$ cat config.mk
export PLATFORM = sky130hd
export DESIGN_NAME = sbc_regs
export DESIGN_NICKNAME = d
export VERILOG_FILES = /design/src/pkg/sbc_pkg.sv /design/src/pkg/sbc_cal_if.sv /design/src/design/sbc_cal_engine.sv /design/src/design/sbc_regs.sv
export VERILOG_INCLUDE_DIRS = /design/src /design/src/pkg
export SDC_FILE = /design/constraint.sdc
export NUM_CORES = 1
export LEC_CHECK = 0
export BUFFER_PORTS_ARGS = -buffer_cell sky130_fd_sc_hd__clkbuf_2
export CORE_ASPECT_RATIO = 0.7
export CORE_MARGIN = 4
export CORE_UTILIZATION = 35
export CTS_BUF_LIST = sky130_fd_sc_hd__clkbuf_4
export CTS_CLUSTER_SIZE = 12
export DETAILED_ROUTE_END_ITERATION = 10
export PLACE_DENSITY = 0.53
export REMOVE_ABC_BUFFERS = 1
export SETUP_SLACK_MARGIN = 0.4
export SYNTH_ARGS = -nofsm -noshare
export SYNTH_HDL_FRONTEND = slang
export SYNTH_SLANG_ARGS = --single-unit
$ cat constraint.sdc
create_clock -name pclk -period 2.68 [get_ports pclk]
set_input_delay 0.536 -clock pclk [delete_from_list [all_inputs] [get_ports pclk]]
set_output_delay 0.536 -clock pclk [all_outputs]
set_load 0.01 [all_outputs]
$ cat src/pkg/sbc_regs.svh
// synthesizer buffer and calibration register block: offsets, fields, resets, counts
// assumes: included by bare name; holds definitions only
`ifndef SBC_REGS_SVH
`define SBC_REGS_SVH

// ****************************************
// register indices, byte address = index * 4
// ****************************************
`define SBC_IDX_SWING      6'h18
`define SBC_IDX_CURRENT    6'h19
`define SBC_IDX_BW         6'h1A
`define SBC_IDX_CAL        6'h1B
`define SBC_IDX_CTRL       6'h30
`define SBC_IDX_RESULT     6'h31
`define SBC_IDX_STATE      6'h32
`define SBC_IDX_IRQ_STAT   6'h33
`define SBC_IDX_IRQ_MASK   6'h34

// ****************************************
// field positions
// ****************************************
`define SBC_F_PRE          7:6
`define SBC_F_TX           2:0
`define SBC_F_BW           7:0
`define SBC_F_CAL_START    7
`define SBC_F_CAL_DUAL     6
`define SBC_F_CAL_WAIT     5:4
`define SBC_F_CAL_SELECT   3
`define SBC_F_CAL_ITER     2:0
`define SBC_F_FREQ_SEL     0
`define SBC_F_LOCK_SEL     7:4
`define SBC_F_RES_A        3:0
`define SBC_F_RES_B        7:4
`define SBC_F_BUSY         0
`define SBC_F_COMPLETE     1
`define SBC_F_EV_DONE      0
`define SBC_F_EV_REFUSED   1

// ****************************************
// reset values
// ****************************************
`define SBC_RST_PRE_SWING  2'h3
`define SBC_RST_TX_SWING   3'h1
`define SBC_RST_PRE_CUR    2'h1
`define SBC_RST_TX_CUR     3'h5
`define SBC_RST_BW         8'h86
`define SBC_RST_CAL_WAIT   2'h0
`define SBC_RST_CAL_SELECT 1'h1
`define SBC_RST_CAL_ITER   3'h5
`define SBC_RST_DAC        4'h0

// ****************************************
// lock pin codes, dividers and counts
// ****************************************
`define SBC_LOCK_HIGH      4'h1
`define SBC_LOCK_CAL_DONE  4'h5
`define SBC_DIV_NEW0       9'h008
`define SBC_DIV_NEW1       9'h010
`define SBC_DIV_NEW2       9'h028
`define SBC_DIV_NEW3       9'h050
`define SBC_DIV_OLD01      9'h050
`define SBC_DIV_OLD2       9'h0A0
`define SBC_DIV_OLD3       9'h100
`define SBC_DAC_LAST       4'h8
// legacy run lengths in reference periods; the reference is pclk here
`define SBC_LEGACY_CYC0    90000
`define SBC_LEGACY_CYC1    110000
`define SBC_LEGACY_CYC2    130000
`define SBC_LEGACY_CYC3    200000

`endif

$ cat src/pkg/sbc_pkg.sv
// synthesizer buffer and calibration register block: shared types
// assumes: nothing beyond a SystemVerilog compiler
package sbc_pkg;

    typedef enum logic [0:0] {
        SBC_CAL_IDLE,
        SBC_CAL_RUN
    } sbc_cal_state_t;

endpackage

$ cat src/pkg/sbc_cal_if.sv
// carrier between the register block and its calibration engine
// assumes: both ends run on the same pclk
`timescale 1ns/100ps
`default_nettype none
interface sbc_cal_if;
    logic       start;
    logic       legacy;
    logic [1:0] wait_code;
    logic [2:0] dac_start;
    logic       busy;
    logic       done;
    logic [3:0] dac;

    modport ctl (output start, legacy, wait_code, dac_start, input busy, done, dac);
    modport eng (input start, legacy, wait_code, dac_start, output busy, done, dac);
endinterface
`default_nettype wire

$ cat src/design/sbc_cal_engine.sv
// calibration sequencer: divided calibration clock and dac iteration
// assumes: start is a one-cycle pulse from the register block, same clock
`timescale 1ns/100ps
`default_nettype none
`include "sbc_regs.svh"
module sbc_cal_engine #(
    parameter int unsigned LEGACY_CYC0 = `SBC_LEGACY_CYC0,
    parameter int unsigned LEGACY_CYC1 = `SBC_LEGACY_CYC1,
    parameter int unsigned LEGACY_CYC2 = `SBC_LEGACY_CYC2,
    parameter int unsigned LEGACY_CYC3 = `SBC_LEGACY_CYC3
) (
    input  wire logic pclk,
    input  wire logic presetn,
    sbc_cal_if.eng    cal
);
    sbc_pkg::sbc_cal_state_t state, next_state;
    logic [8:0]  div_len, next_div_len;
    logic [8:0]  div_cnt, next_div_cnt;
    logic [17:0] run_len, next_run_len;
    logic [17:0] run_cnt, next_run_cnt;
    logic        legacy, next_legacy;
    logic [3:0]  dac, next_dac;
    logic        done, next_done;
    logic        tick;

    // ****************************************
    // divider and run length selection
    // ****************************************
    function automatic logic [8:0] divider(input logic old, input logic [1:0] code);
        if (!old) begin
            case (code)
                2'h0:    divider = `SBC_DIV_NEW0;
                2'h1:    divider = `SBC_DIV_NEW1;
                2'h2:    divider = `SBC_DIV_NEW2;
                default: divider = `SBC_DIV_NEW3;
            endcase
        end else begin
            case (code)
                2'h2:    divider = `SBC_DIV_OLD2;
                2'h3:    divider = `SBC_DIV_OLD3;
                default: divider = `SBC_DIV_OLD01;
            endcase
        end
    endfunction

    // stored as length minus one so the end test is a plain compare
    function automatic logic [17:0] legacy_last(input logic [1:0] code);
        case (code)
            2'h0:    legacy_last = 18'(LEGACY_CYC0 - 1);
            2'h1:    legacy_last = 18'(LEGACY_CYC1 - 1);
            2'h2:    legacy_last = 18'(LEGACY_CYC2 - 1);
            default: legacy_last = 18'(LEGACY_CYC3 - 1);
        endcase
    endfunction

    // ****************************************
    // sequencer
    // ****************************************
    assign tick = (div_cnt == div_len - 9'h001);

    always_comb begin
        next_state   = state;
        next_div_len = div_len;
        next_div_cnt = div_cnt;
        next_run_len = run_len;
        next_run_cnt = run_cnt;
        next_legacy  = legacy;
        next_dac     = dac;
        next_done    = 1'b0;
        case (state)
            sbc_pkg::SBC_CAL_IDLE: begin
                if (cal.start) begin
                    next_state   = sbc_pkg::SBC_CAL_RUN;
                    next_legacy  = cal.legacy;
                    next_div_len = divider(cal.legacy, cal.wait_code); // (RL8) (RL9)
                    next_run_len = legacy_last(cal.wait_code); // (RL10)
                    next_div_cnt = 9'h000;
                    next_run_cnt = 18'h00000;
                    next_dac     = {1'b0, cal.dac_start} + 4'h1; // (RL12)
                end
            end
            sbc_pkg::SBC_CAL_RUN: begin
                next_run_cnt = run_cnt + 18'h00001;
                if (tick) begin
                    next_div_cnt = 9'h000;
                    if (dac != `SBC_DAC_LAST) begin
                        next_dac = dac + 4'h1;
                    end
                end else begin
                    next_div_cnt = div_cnt + 9'h001;
                end
                // legacy runs a fixed time, the new routine ends at the last dac step
                if (legacy ? (run_cnt == run_len) : (tick && dac == `SBC_DAC_LAST)) begin // (RL10)
                    next_done  = 1'b1;
                    next_state = sbc_pkg::SBC_CAL_IDLE;
                end
            end
            default: next_state = sbc_pkg::SBC_CAL_IDLE;
        endcase
    end

    always_ff @(posedge pclk or negedge presetn) begin
        if (!presetn) begin
            state   <= sbc_pkg::SBC_CAL_IDLE;
            div_len <= `SBC_DIV_NEW0;
            div_cnt <= 9'h000;
            run_len <= 18'h00000;
            run_cnt <= 18'h00000;
            legacy  <= 1'b0;
            dac     <= `SBC_RST_DAC;
            done    <= 1'b0;
        end else begin
            state   <= next_state;
            div_len <= next_div_len;
            div_cnt <= next_div_cnt;
            run_len <= next_run_len;
            run_cnt <= next_run_cnt;
            legacy  <= next_legacy;
            dac     <= next_dac;
            done    <= next_done;
        end
    end

    assign cal.busy = (state == sbc_pkg::SBC_CAL_RUN);
    assign cal.done = done;
    assign cal.dac  = dac;
endmodule
`default_nettype wire

$ cat src/design/sbc_regs.sv
// synthesizer buffer and calibration registers behind an APB slave
// assumes: zero-wait APB master on pclk; reference clock taken as pclk
//
// Decided for this implementation: register access over APB.
`timescale 1ns/100ps
`default_nettype none
`include "sbc_regs.svh"
// Behaviour
// (RL1) prescaler swing, bits 7:6, reset 3
// (RL2) LO buffer swing, bits 2:0, reset 1
// (RL3) prescaler current, bits 7:6, reset 1
// (RL4) LO buffer current, bits 2:0, reset 5
// (RL5) charge pump scaling byte, reset 134
// (RL6) start bit rising edge starts calibration
// (RL7) dual bit stores result in both slots
// (RL8) new routine dividers 8, 16, 40, 80
// (RL9) legacy routine dividers 80, 80, 160, 256
// (RL10) legacy run time follows wait code
// (RL11) bit 3 picks legacy or new routine
// (RL12) dac iteration starts at field plus one
// (RL13) lock select 5 shows completion, active low
// (RL14) reserved buffer bits ignored, read zero
// (RL15) software clears start before setting again
module sbc_regs #(
    parameter int unsigned LEGACY_CYC0 = `SBC_LEGACY_CYC0,
    parameter int unsigned LEGACY_CYC1 = `SBC_LEGACY_CYC1,
    parameter int unsigned LEGACY_CYC2 = `SBC_LEGACY_CYC2,
    parameter int unsigned LEGACY_CYC3 = `SBC_LEGACY_CYC3
) (
    input  wire logic        pclk,
    input  wire logic        presetn,
    input  wire logic        psel,
    input  wire logic        penable,
    input  wire logic        pwrite,
    input  wire logic [7:0]  paddr,
    input  wire logic [31:0] pwdata,
    output var  logic [31:0] prdata,
    output var  logic        pready,
    output var  logic        pslverr,
    output var  logic        irq,
    output var  logic        lock_pin,
    output var  logic [1:0]  prescaler_swing,
    output var  logic [2:0]  lo_tx_swing,
    output var  logic [1:0]  prescaler_current,
    output var  logic [2:0]  lo_tx_current,
    output var  logic [7:0]  loop_bandwidth_scale,
    output var  logic        cal_busy,
    output var  logic [3:0]  cal_dac,
    output var  logic [3:0]  slot_a_dac,
    output var  logic [3:0]  slot_b_dac
);
    sbc_cal_if cal ();

    logic        cal_start, next_cal_start;
    logic        cal_dual, next_cal_dual;
    logic [1:0]  cal_wait, next_cal_wait;
    logic        cal_select, next_cal_select;
    logic [2:0]  calib_dac_start, next_calib_dac_start;
    logic        freq_select, next_freq_select;
    logic [3:0]  lock_select, next_lock_select;
    logic        cal_complete, next_cal_complete;
    logic [1:0]  irq_status, next_irq_status;
    logic [1:0]  irq_mask, next_irq_mask;
    logic        start_pulse, next_start_pulse;
    logic [1:0]  next_prescaler_swing, next_prescaler_current;
    logic [2:0]  next_lo_tx_swing, next_lo_tx_current;
    logic [7:0]  next_loop_bandwidth_scale;
    logic [3:0]  next_slot_a_dac, next_slot_b_dac;
    logic [31:0] next_prdata;
    logic        next_pready, next_pslverr, next_irq, next_lock_pin;
    logic [31:0] rd_val;
    logic        mapped;
    logic        wr_en;
    logic [5:0]  idx;
    logic [1:0]  events;

    // ****************************************
    // address decode and read mux
    // ****************************************
    assign idx = paddr[7:2];

    always_comb begin
        rd_val = 32'h0000_0000;
        mapped = (paddr[1:0] == 2'h0);
        if (idx == `SBC_IDX_SWING) begin
            rd_val[`SBC_F_PRE] = prescaler_swing; // (RL14)
            rd_val[`SBC_F_TX]  = lo_tx_swing;
        end else if (idx == `SBC_IDX_CURRENT) begin
            rd_val[`SBC_F_PRE] = prescaler_current; // (RL14)
            rd_val[`SBC_F_TX]  = lo_tx_current;
        end else if (idx == `SBC_IDX_BW) begin
            rd_val[`SBC_F_BW] = loop_bandwidth_scale;
        end else if (idx == `SBC_IDX_CAL) begin
            rd_val[`SBC_F_CAL_START]  = cal_start;
            rd_val[`SBC_F_CAL_DUAL]   = cal_dual;
            rd_val[`SBC_F_CAL_WAIT]   = cal_wait;
            rd_val[`SBC_F_CAL_SELECT] = cal_select;
            rd_val[`SBC_F_CAL_ITER]   = calib_dac_start;
        end else if (idx == `SBC_IDX_CTRL) begin
            rd_val[`SBC_F_FREQ_SEL] = freq_select;
            rd_val[`SBC_F_LOCK_SEL] = lock_select;
        end else if (idx == `SBC_IDX_RESULT) begin
            rd_val[`SBC_F_RES_A] = slot_a_dac;
            rd_val[`SBC_F_RES_B] = slot_b_dac;
        end else if (idx == `SBC_IDX_STATE) begin
            rd_val[`SBC_F_BUSY]     = cal_busy;
            rd_val[`SBC_F_COMPLETE] = cal_complete;
        end else if (idx == `SBC_IDX_IRQ_STAT) begin
            rd_val[1:0] = irq_status;
        end else if (idx == `SBC_IDX_IRQ_MASK) begin
            rd_val[1:0] = irq_mask;
        end else begin
            mapped = 1'b0;
        end
    end

    // a write lands only at the edge that completes the access phase
    assign wr_en = psel && penable && pready && pwrite && mapped;

    // ****************************************
    // register file, calibration control, events
    // ****************************************
    always_comb begin
        next_prescaler_swing      = prescaler_swing;
        next_lo_tx_swing          = lo_tx_swing;
        next_prescaler_current    = prescaler_current;
        next_lo_tx_current        = lo_tx_current;
        next_loop_bandwidth_scale = loop_bandwidth_scale;
        next_cal_start            = cal_start;
        next_cal_dual             = cal_dual;
        next_cal_wait             = cal_wait;
        next_cal_select           = cal_select;
        next_calib_dac_start      = calib_dac_start;
        next_freq_select          = freq_select;
        next_lock_select          = lock_select;
        next_irq_mask             = irq_mask;
        next_irq_status           = irq_status;
        next_slot_a_dac           = slot_a_dac;
        next_slot_b_dac           = slot_b_dac;
        next_cal_complete         = cal_complete;
        next_start_pulse          = 1'b0;
        events                    = 2'h0;

        if (wr_en && idx == `SBC_IDX_SWING) begin
            next_prescaler_swing = pwdata[`SBC_F_PRE]; // (RL1)
            next_lo_tx_swing     = pwdata[`SBC_F_TX]; // (RL2)
        end

        if (wr_en && idx == `SBC_IDX_CURRENT) begin
            next_prescaler_current = pwdata[`SBC_F_PRE]; // (RL3)
            next_lo_tx_current     = pwdata[`SBC_F_TX]; // (RL4)
        end

        if (wr_en && idx == `SBC_IDX_BW) begin
            next_loop_bandwidth_scale = pwdata[`SBC_F_BW]; // (RL5)
        end

        if (wr_en && idx == `SBC_IDX_CAL) begin
            next_cal_start       = pwdata[`SBC_F_CAL_START];
            next_cal_dual        = pwdata[`SBC_F_CAL_DUAL];
            next_cal_wait        = pwdata[`SBC_F_CAL_WAIT];
            next_cal_select      = pwdata[`SBC_F_CAL_SELECT]; // (RL11)
            next_calib_dac_start = pwdata[`SBC_F_CAL_ITER];

            // only a 0 to 1 change of the stored bit asks for a run
            if (pwdata[`SBC_F_CAL_START] && !cal_start) begin // (RL6)
                if (cal.busy) begin
                    events[`SBC_F_EV_REFUSED] = 1'b1;
                end else begin
                    next_start_pulse  = 1'b1;
                    next_cal_complete = 1'b0;
                end
            end
        end

        if (wr_en && idx == `SBC_IDX_CTRL) begin
            next_freq_select = pwdata[`SBC_F_FREQ_SEL];
            next_lock_select = pwdata[`SBC_F_LOCK_SEL];
        end

        if (wr_en && idx == `SBC_IDX_IRQ_MASK) begin
            next_irq_mask = pwdata[1:0];
        end

        if (cal.done) begin
            next_cal_complete            = 1'b1;
            events[`SBC_F_EV_DONE]       = 1'b1;
            if (cal_dual || !freq_select) begin // (RL7)
                next_slot_a_dac = cal.dac;
            end
            if (cal_dual || freq_select) begin // (RL7)
                next_slot_b_dac = cal.dac;
            end
        end

        // write one to clear; a new event in the same cycle wins
        if (wr_en && idx == `SBC_IDX_IRQ_STAT) begin
            next_irq_status = irq_status & ~pwdata[1:0];
        end

        next_irq_status = next_irq_status | events;
        next_irq        = |(next_irq_status & next_irq_mask);
    end

    // ****************************************
    // bus answer and lock pin
    // ****************************************
    always_comb begin
        // no wait state: pready rises for the first access cycle only
        next_pready  = psel && !penable;
        next_prdata  = (psel && !penable && !pwrite) ? rd_val : 32'h0000_0000;
        next_pslverr = psel && !penable && !mapped;
        // code 1 drives 1; codes other than 1 and 5 feed analog sources kept outside this block, so they drive 0
        if (lock_select == `SBC_LOCK_CAL_DONE) begin
            next_lock_pin = !next_cal_complete; // (RL13)
        end else begin
            next_lock_pin = (lock_select == `SBC_LOCK_HIGH);
        end
    end

    always_ff @(posedge pclk or negedge presetn) begin
        if (!presetn) begin
            prescaler_swing      <= `SBC_RST_PRE_SWING; // (RL1)
            lo_tx_swing          <= `SBC_RST_TX_SWING; // (RL2)
            prescaler_current    <= `SBC_RST_PRE_CUR; // (RL3)
            lo_tx_current        <= `SBC_RST_TX_CUR; // (RL4)
            loop_bandwidth_scale <= `SBC_RST_BW; // (RL5)

            cal_start            <= 1'b0; // (RL6)
            cal_dual             <= 1'b0;
            cal_wait             <= `SBC_RST_CAL_WAIT; // (RL10)
            cal_select           <= `SBC_RST_CAL_SELECT; // (RL11)
            calib_dac_start      <= `SBC_RST_CAL_ITER; // (RL12)

            freq_select          <= 1'b0;
            lock_select          <= 4'h0;

            irq_status           <= 2'h0;
            irq_mask             <= 2'h0;

            slot_a_dac           <= `SBC_RST_DAC;
            slot_b_dac           <= `SBC_RST_DAC;
            cal_complete         <= 1'b0;
            start_pulse          <= 1'b0;

            prdata               <= 32'h0000_0000;
            pready               <= 1'b0;
            pslverr              <= 1'b0;
            irq                  <= 1'b0;
            lock_pin             <= 1'b0;
            cal_busy             <= 1'b0;
            cal_dac              <= `SBC_RST_DAC;
        end else begin
            prescaler_swing      <= next_prescaler_swing;
            lo_tx_swing          <= next_lo_tx_swing;
            prescaler_current    <= next_prescaler_current;
            lo_tx_current        <= next_lo_tx_current;
            loop_bandwidth_scale <= next_loop_bandwidth_scale;

            cal_start            <= next_cal_start;
            cal_dual             <= next_cal_dual;
            cal_wait             <= next_cal_wait;
            cal_select           <= next_cal_select;
            calib_dac_start      <= next_calib_dac_start;

            freq_select          <= next_freq_select;
            lock_select          <= next_lock_select;

            irq_status           <= next_irq_status;
            irq_mask             <= next_irq_mask;

            slot_a_dac           <= next_slot_a_dac;
            slot_b_dac           <= next_slot_b_dac;
            cal_complete         <= next_cal_complete;
            start_pulse          <= next_start_pulse;

            prdata               <= next_prdata;
            pready               <= next_pready;
            pslverr              <= next_pslverr;
            irq                  <= next_irq;
            lock_pin             <= next_lock_pin;

            // a copy registered one cycle late mirrors the engine; busy covers the launch cycle too
            cal_busy             <= cal.busy && !cal.done || start_pulse;
            cal_dac              <= cal.dac;
        end
    end

    // ****************************************
    // calibration engine
    // ****************************************
    // settings are sampled by the engine at launch; later writes affect the next run
    assign cal.start     = start_pulse;
    assign cal.legacy    = !cal_select; // (RL11)
    assign cal.wait_code = cal_wait;
    assign cal.dac_start = calib_dac_start;

    sbc_cal_engine #(
        .LEGACY_CYC0 (LEGACY_CYC0),
        .LEGACY_CYC1 (LEGACY_CYC1),
        .LEGACY_CYC2 (LEGACY_CYC2),
        .LEGACY_CYC3 (LEGACY_CYC3)
    ) i_sbc_cal_engine (
        .pclk    (pclk),
        .presetn (presetn),
        .cal     (cal.eng)
    );
endmodule
`default_nettype wire

---- Word level (Yosys, flattened, before mapping) ----
Cells that the tools add are included.
storage, ports and cells
  logic and storage cells ................. 158
  flip-flop bits (word level) ............. 123
  input port bits ......................... 45
  output and inout bits ................... 67
operators by class
  reductions and logical operators ........ 35
  equality and inequality tests ........... 21
  bitwise logic cells ..................... 5
  muxes and demuxes ....................... 59
  add/subtract/negate cells ............... 5
operators by type and width
  cell                                                                 count
  18-bit one-hot mux with 3 select lines                               1
  18-bit one-hot mux with 2 select lines                               1
  9-bit one-hot mux with 2 select lines                                2
  6-bit == test (second input constant)                                5
  1-bit 2-to-1 mux                                                     27
  9-bit 2-to-1 mux                                                     3
  6-bit by 5-bit == test with 1-bit output (second input constant)     4
  8-bit 2-to-1 mux                                                     3
  7-bit one-hot mux with 3 select lines                                1
  18-bit by 1-bit adder with 18-bit output (second input constant)     1
  18-bit == test                                                       1
  18-bit 2-to-1 mux                                                    1
  1-bit logical AND                                                    17
  2-bit 2-to-1 mux                                                     8
  4-bit 2-to-1 mux                                                     4
  3-bit 2-to-1 mux                                                     5
  9-bit by 1-bit adder with 9-bit output (second input constant)       1
  9-bit == test                                                        1
  9-bit by 1-bit subtractor with 9-bit output (second input constant)  1
  1-bit logical NOT                                                    8
  4-bit one-hot mux with 2 select lines                                1
  6-bit 2-to-1 mux                                                     1
  2-bit inequality test (second input constant)                        3
  2-bit AND reduction                                                  3
  17 further kinds                                                     22

---- Depth between registers and ports, before layout ----
  depth after elaboration ................. 16
  depth in mapped cells ................... 8
  depth with buffers taken out ............ 7

---- Modules after synthesis ----
Synthesis repeated with hierarchy kept, for this count alone.
unflattened totals
  cell total of the unflattened synthesis .. 532
  area, all modules ....................... 5750.5 um^2
modules (own cells, without submodules)
  module          cells an instance  sequential area each (um^2)  area an instance (um^2)  instances
  sbc_regs        254                1566.5                       3096.7                   1
  sbc_cal_engine  278                1177.4                       2653.8                   1

---- Least setup slack after synthesis ----
No wires, ideal clock.
  path kind ............................... flip-flop to flip-flop
  start point ............................. register i_sbc_cal_engine.div_len[3]
  end point ............................... register i_sbc_cal_engine.dac[1] (netlist: i_sbc_cal_engine.cal.dac[1])
  slack ................................... 507 ps
  clock period less this slack ............ 2173 ps
  stages on the path, launching flop included .. 9
  data required time ...................... 2601 ps
  buffers on the path ..................... 1
  arrival time ............................ 2093 ps
  library setup time ...................... 79 ps
  cells stage by stage .................... dfstp_2 inv_1 ha_1 nor2b_1 or3_1 a31o_1 buf_6 o31ai_1 mux2i_1
on the way
  word-level cells in the longest chain between the ends .. 4
ends and longest elaborated chain
  element                                      line                   source
  from (decl)                                  sbc_cal_engine.sv:17   logic [8:0] div_len, next_div_len;
  from (signal assigned)                       sbc_cal_engine.sv:105  div_len <= `SBC_DIV_NEW0;
  from (signal assigned)                       sbc_cal_engine.sv:114  div_len <= next_div_len;
  9-bit by 1-bit subtractor with 9-bit output  sbc_cal_engine.sv:59   assign tick = (div_cnt == div_len - 9'h001);
  9-bit == test                                sbc_cal_engine.sv:59
  2-bit inequality test (no source line)       n/a
  3-bit AND reduction (no source line)         n/a
  to (signal assigned)                         sbc_cal_engine.sv:110  dac <= `SBC_RST_DAC;
  to (signal assigned)                         sbc_cal_engine.sv:119  dac <= next_dac;
  to (decl)                                    sbc_cal_engine.sv:22   logic [3:0] dac, next_dac;
Every way passes these cells.
A chain may end at the register's enable or synchronous reset.

---- Final worst setup path ----
  start point ............................. register i_sbc_cal_engine.div_len[3]
  end point ............................... register i_sbc_cal_engine.div_cnt[1]
on the way
  word-level cells in the longest chain between the ends .. 4
ends and longest elaborated chain
  element                                      line                   source
  9-bit by 1-bit subtractor with 9-bit output  sbc_cal_engine.sv:59
  9-bit == test                                sbc_cal_engine.sv:59
  9-bit 2-to-1 mux                             sbc_cal_engine.sv:84   if (tick) begin
  9-bit one-hot mux with 2 select lines        sbc_cal_engine.sv:70   case (state)
  to (signal assigned)                         sbc_cal_engine.sv:115  div_cnt <= next_div_cnt;
  to (decl)                                    sbc_cal_engine.sv:18   logic [8:0] div_cnt, next_div_cnt;
Every way passes these cells.

==> summary.txt <==
Global route
  – Vias in the first global route: about 4200
  – Initial antenna violation count: 0
  – Overall routing resource usage: between 10% and 20%
  – Grt ovf: 0
  – Largest net degree at the start of global routing: between 40 and 50
  – First-pass GRT wire length: 23400 um

Route
  – Routed Wire Length: between 10000 and 15000 um
  – Starting DRC count in detailed routing: 223
  – Post-route DRC: 0
  – Drt pass-1 iters: 4
  – Antenna Nets Post-Route: 0
  – Routed wire length per instance: 17.8 um
  – Routed vias: about 4300
  – Via/cell ratio: ~5.3

Floorplan
  – Die Area: between 15000 and 20000 sq um
  – Die width: 160 um
  – Num ports: around 110
  – Die Height: approximately 110 um
  – Starting Density: between 30 and 40%
  – Core ar.: approximately 16000 sq um
  – Row count: 38

Hold path
  – Hold Startpoint: penable
  – Endpoint, Worst Hold: pready
  – Hold Crit Depth: 2
  – Hold/Removal Path Class: in -> reg

Worst setup path
  – Reg2reg start: i_sbc_cal_engine.div_len[3]
  – Critical path buffer and inverter count: 2
  – Crit start category: flop
  – R2r endpoint: i_sbc_cal_engine.div_cnt[1]
  – Crit Path Category: reg -> reg
  – Crit-path leading delay family: flip-flops
  – Critical path's largest stage delay: between 500 and 600 ps
  – Crit-path cells: inv_1 -> ha_2 -> xor2_1 -> and3_1 -> o2111ai_2 -> buf_6 -> or2_1 -> a32o_1
  – CP required: roughly 3100 ps
  – Critical path capture point type: flop
  – CP max stage cell: dfstp_2
  – FF-to-FF setup slack: about 510 ps
  – Worst Path Max Fanout: 9
  – Crit path arrival time: about 2600 ps
  – R2R depth: 8

Timing
  – Worst slew pin tran: between 600 and 700 ps
  – Final setup TNS: 0 ps
  – Tmin final: around 2200 ps
  – Crit share post-route: between 80% and 90%
  – Setup violators final: 0
  – Achievable clock frequency: between 400 and 500 MHz
  – Clock Skews: about 27 ps
  – Fin. Hold Viols: 0
  – Max-slew violations: 0
  – RSZ-0062 raised after global routing: no
  – Max-slew headroom: 55.1%

Synthesis
  – Yosys cell types: 77
  – Average size of a mapped cell: about 10 sq um
  – Cells after Synth: between 500 and 600
  – Post-synth EDFFs: 0
  – Async SR Flop Fraction: 100%
  – Largest cells by area after synthesis: dfrtp_1 (42%), dfstp_2 (6.0%), mux2_1 (6.0%), nand2_1 (3.8%), buf_4 (3.3%)
  – Synth top area share: a little over two fifths
  – Most frequent cell after synthesis: dfrtp_1
  – Synthesized flop and latch total: 109
  – Biggest area consumer among synthesized cells: dfrtp_1
  – Synth Warn #: 0
  – Primary FF master, synth: dfrtp_1
  – Commonest cells in the netlist: dfrtp_1 (96), nand2_1 (57), mux2_1 (30), o21ai_0 (30)
  – Mapped Area: 5660 sq um
  – Register area share after synthesis: 48.5%

Pwr
  – P_leak: roughly 3 nW
  – Total power: approximately 2.7 mW
  – Power Dens Cells: roughly 420 nW/um^2
  – Comb power frac: ~5.5%
  – NetSw: approximately 740 uW
  – Internal power: approximately 1.9 mW
  – Sw Ratio: about 28%
  – Clock power share: 32.1%
  – Worst vdd ir: about 220 uV
  – Seq pwr share: 62.4%

Clocking
  – Clock root buffer: clkbuf_4
  – Max Root-Sink Buffers: 2
  – Clock slew at reported path FFs: between 150 and 200 ps
  – CTS tree: done
  – CTS H-tree depth: 3
  – Num CTS Buffers: 9
  – Clk Latency, worst-skew pair: ~490 ps
  – TritonCTS Sinks: ~110

Status
  – Status: complete, no violations

Layout
  – Diodes inserted: 0
  – # fillers: between 1500 and 2000
  – Core Util, Final: 40.7%
  – Nets: approximately 670
  – Synth-to-Final Area Change: 12.7%
  – Ratio of cells with drive above 1 in the final layout: 24.1%

Place
  – Placer Congestion: ~0.85
  – Final HPWL DP: approximately 11000 um
  – Port Buffer Count: between 60 and 70

Job
  – MaxCap Viol Count: 0
## state kept, by name, summed over array words and instances (netlist names), 5 cells and up
signal                    cells
i_sbc_cal_engine.div_cnt      9
i_sbc_cal_engine.run_len      8
prdata                        8
i_sbc_cal_engine.run_cnt     18
i_sbc_cal_engine.div_len      5
loop_bandwidth_scale          8
## worst max path at each step
stage                                start                     endpoint  slack, ps  cells past startpoint
2_1_floorplan                     paddr[1]             cal.dac_start[1]        140                      4
3_3_place_gp   i_sbc_cal_engine.div_len[3]  i_sbc_cal_engine.div_cnt[1]        320                      7
3_5_place_dp   i_sbc_cal_engine.div_len[3]  i_sbc_cal_engine.div_cnt[1]        270                      7
4_1_cts        i_sbc_cal_engine.div_len[3]  i_sbc_cal_engine.cal.dac[3]        430                      7
5_1_grt        i_sbc_cal_engine.div_len[3]  i_sbc_cal_engine.cal.dac[3]        420                      8
6_report       i_sbc_cal_engine.div_len[3]  i_sbc_cal_engine.div_cnt[1]        510                      8
## layout by cell type (no fill, tap or decap), drive strengths merged, types with 11 or more instances in the layout
cell type / count
dfstp: 13
conb: 24
o21ai: 40
inv: 22
nand3: 21
clkbuf: 71
a21oi: 12
dfrtp: 96
nand2: 57
nor2: 31
o211ai: 14
mux2: 43
nor3: 11
buf: 22
## worst register-to-register path, cell delays in order, from the launching register on
cell       delay [ps]
dfstp_2           570
inv_1              40
ha_2              320
xor2_1            140
and3_1            200
o2111ai_2         150
buf_6             180
or2_1             230
a32o_1            260
## timing repair
| item | CTS | global route |
|---|---|---|
| hold buffers | 1 | 0 |
| resized for setup | 3 | 7 |
| endpoints found under the setup margin | 12 | 7 |
| buffers inserted | 1 | 4 |
| hold endpoints to repair | 13 | 0 |
| pin swaps | 0 | 1 |
| gates cloned | 0 | 1 |
## power by group through the flow
stage          Combinational [mW]  Clock, mW  Sequential (mW)
6_report                    0.145      0.855             1.66
5_1_grt                     0.162      0.958             1.66
3_3_place_gp                0.144          0             1.69
3_5_place_dp                0.146          0             1.69
4_1_cts                     0.147      0.895             1.66
2_1_floorplan              0.0505          0             1.69
## cell type report
cell class                 instances  area (sq um)  share of cell area, %
sequential                       109          2750                   43.0
inverter                          17          63.8                  0.999
clock buffer                       9          67.6                   1.06
multi-input combinational        395          2680                   42.0
tap                              200           250                   3.92
timing repair buffer              85           502                   7.86
clock inverter                     7          75.1                   1.18
## stage by stage
step	cells	area (sq um)	setup WS [ps]	hold WS (ps)
floorplan	520	5440	144	240
global placement	799	6140	319	439
detailed placement	799	6140	271	440
CTS	817	6320	435	203
global route	822	6380	418	190
finish	822	6380	507	233
## per-layer routing
layer | up-vias | track usage [%] | share of wire (%)
met4 | 0 | 3.32 | 0.83
met3 | 13 | 5.43 | 6.5
met1 | 2143 | 25.2 | 53
met5 | - | 0 | 0
met2 | 101 | 21.6 | 39
li1 | 2067 | - | -
## logic make-up after synthesis
logic type	share of synthesized area, %
flip-flops	48.5
AND/OR/NAND/NOR	17.3
XOR/XNOR	2.01
multiplexers	10.2
other	0.0662
adder cells (fa/ha/maj)	2.21
buffers and inverters	6.56
AO/OA/AOI/OAI	13.2
No activity file was read; power rests on OpenSTA's default activity.
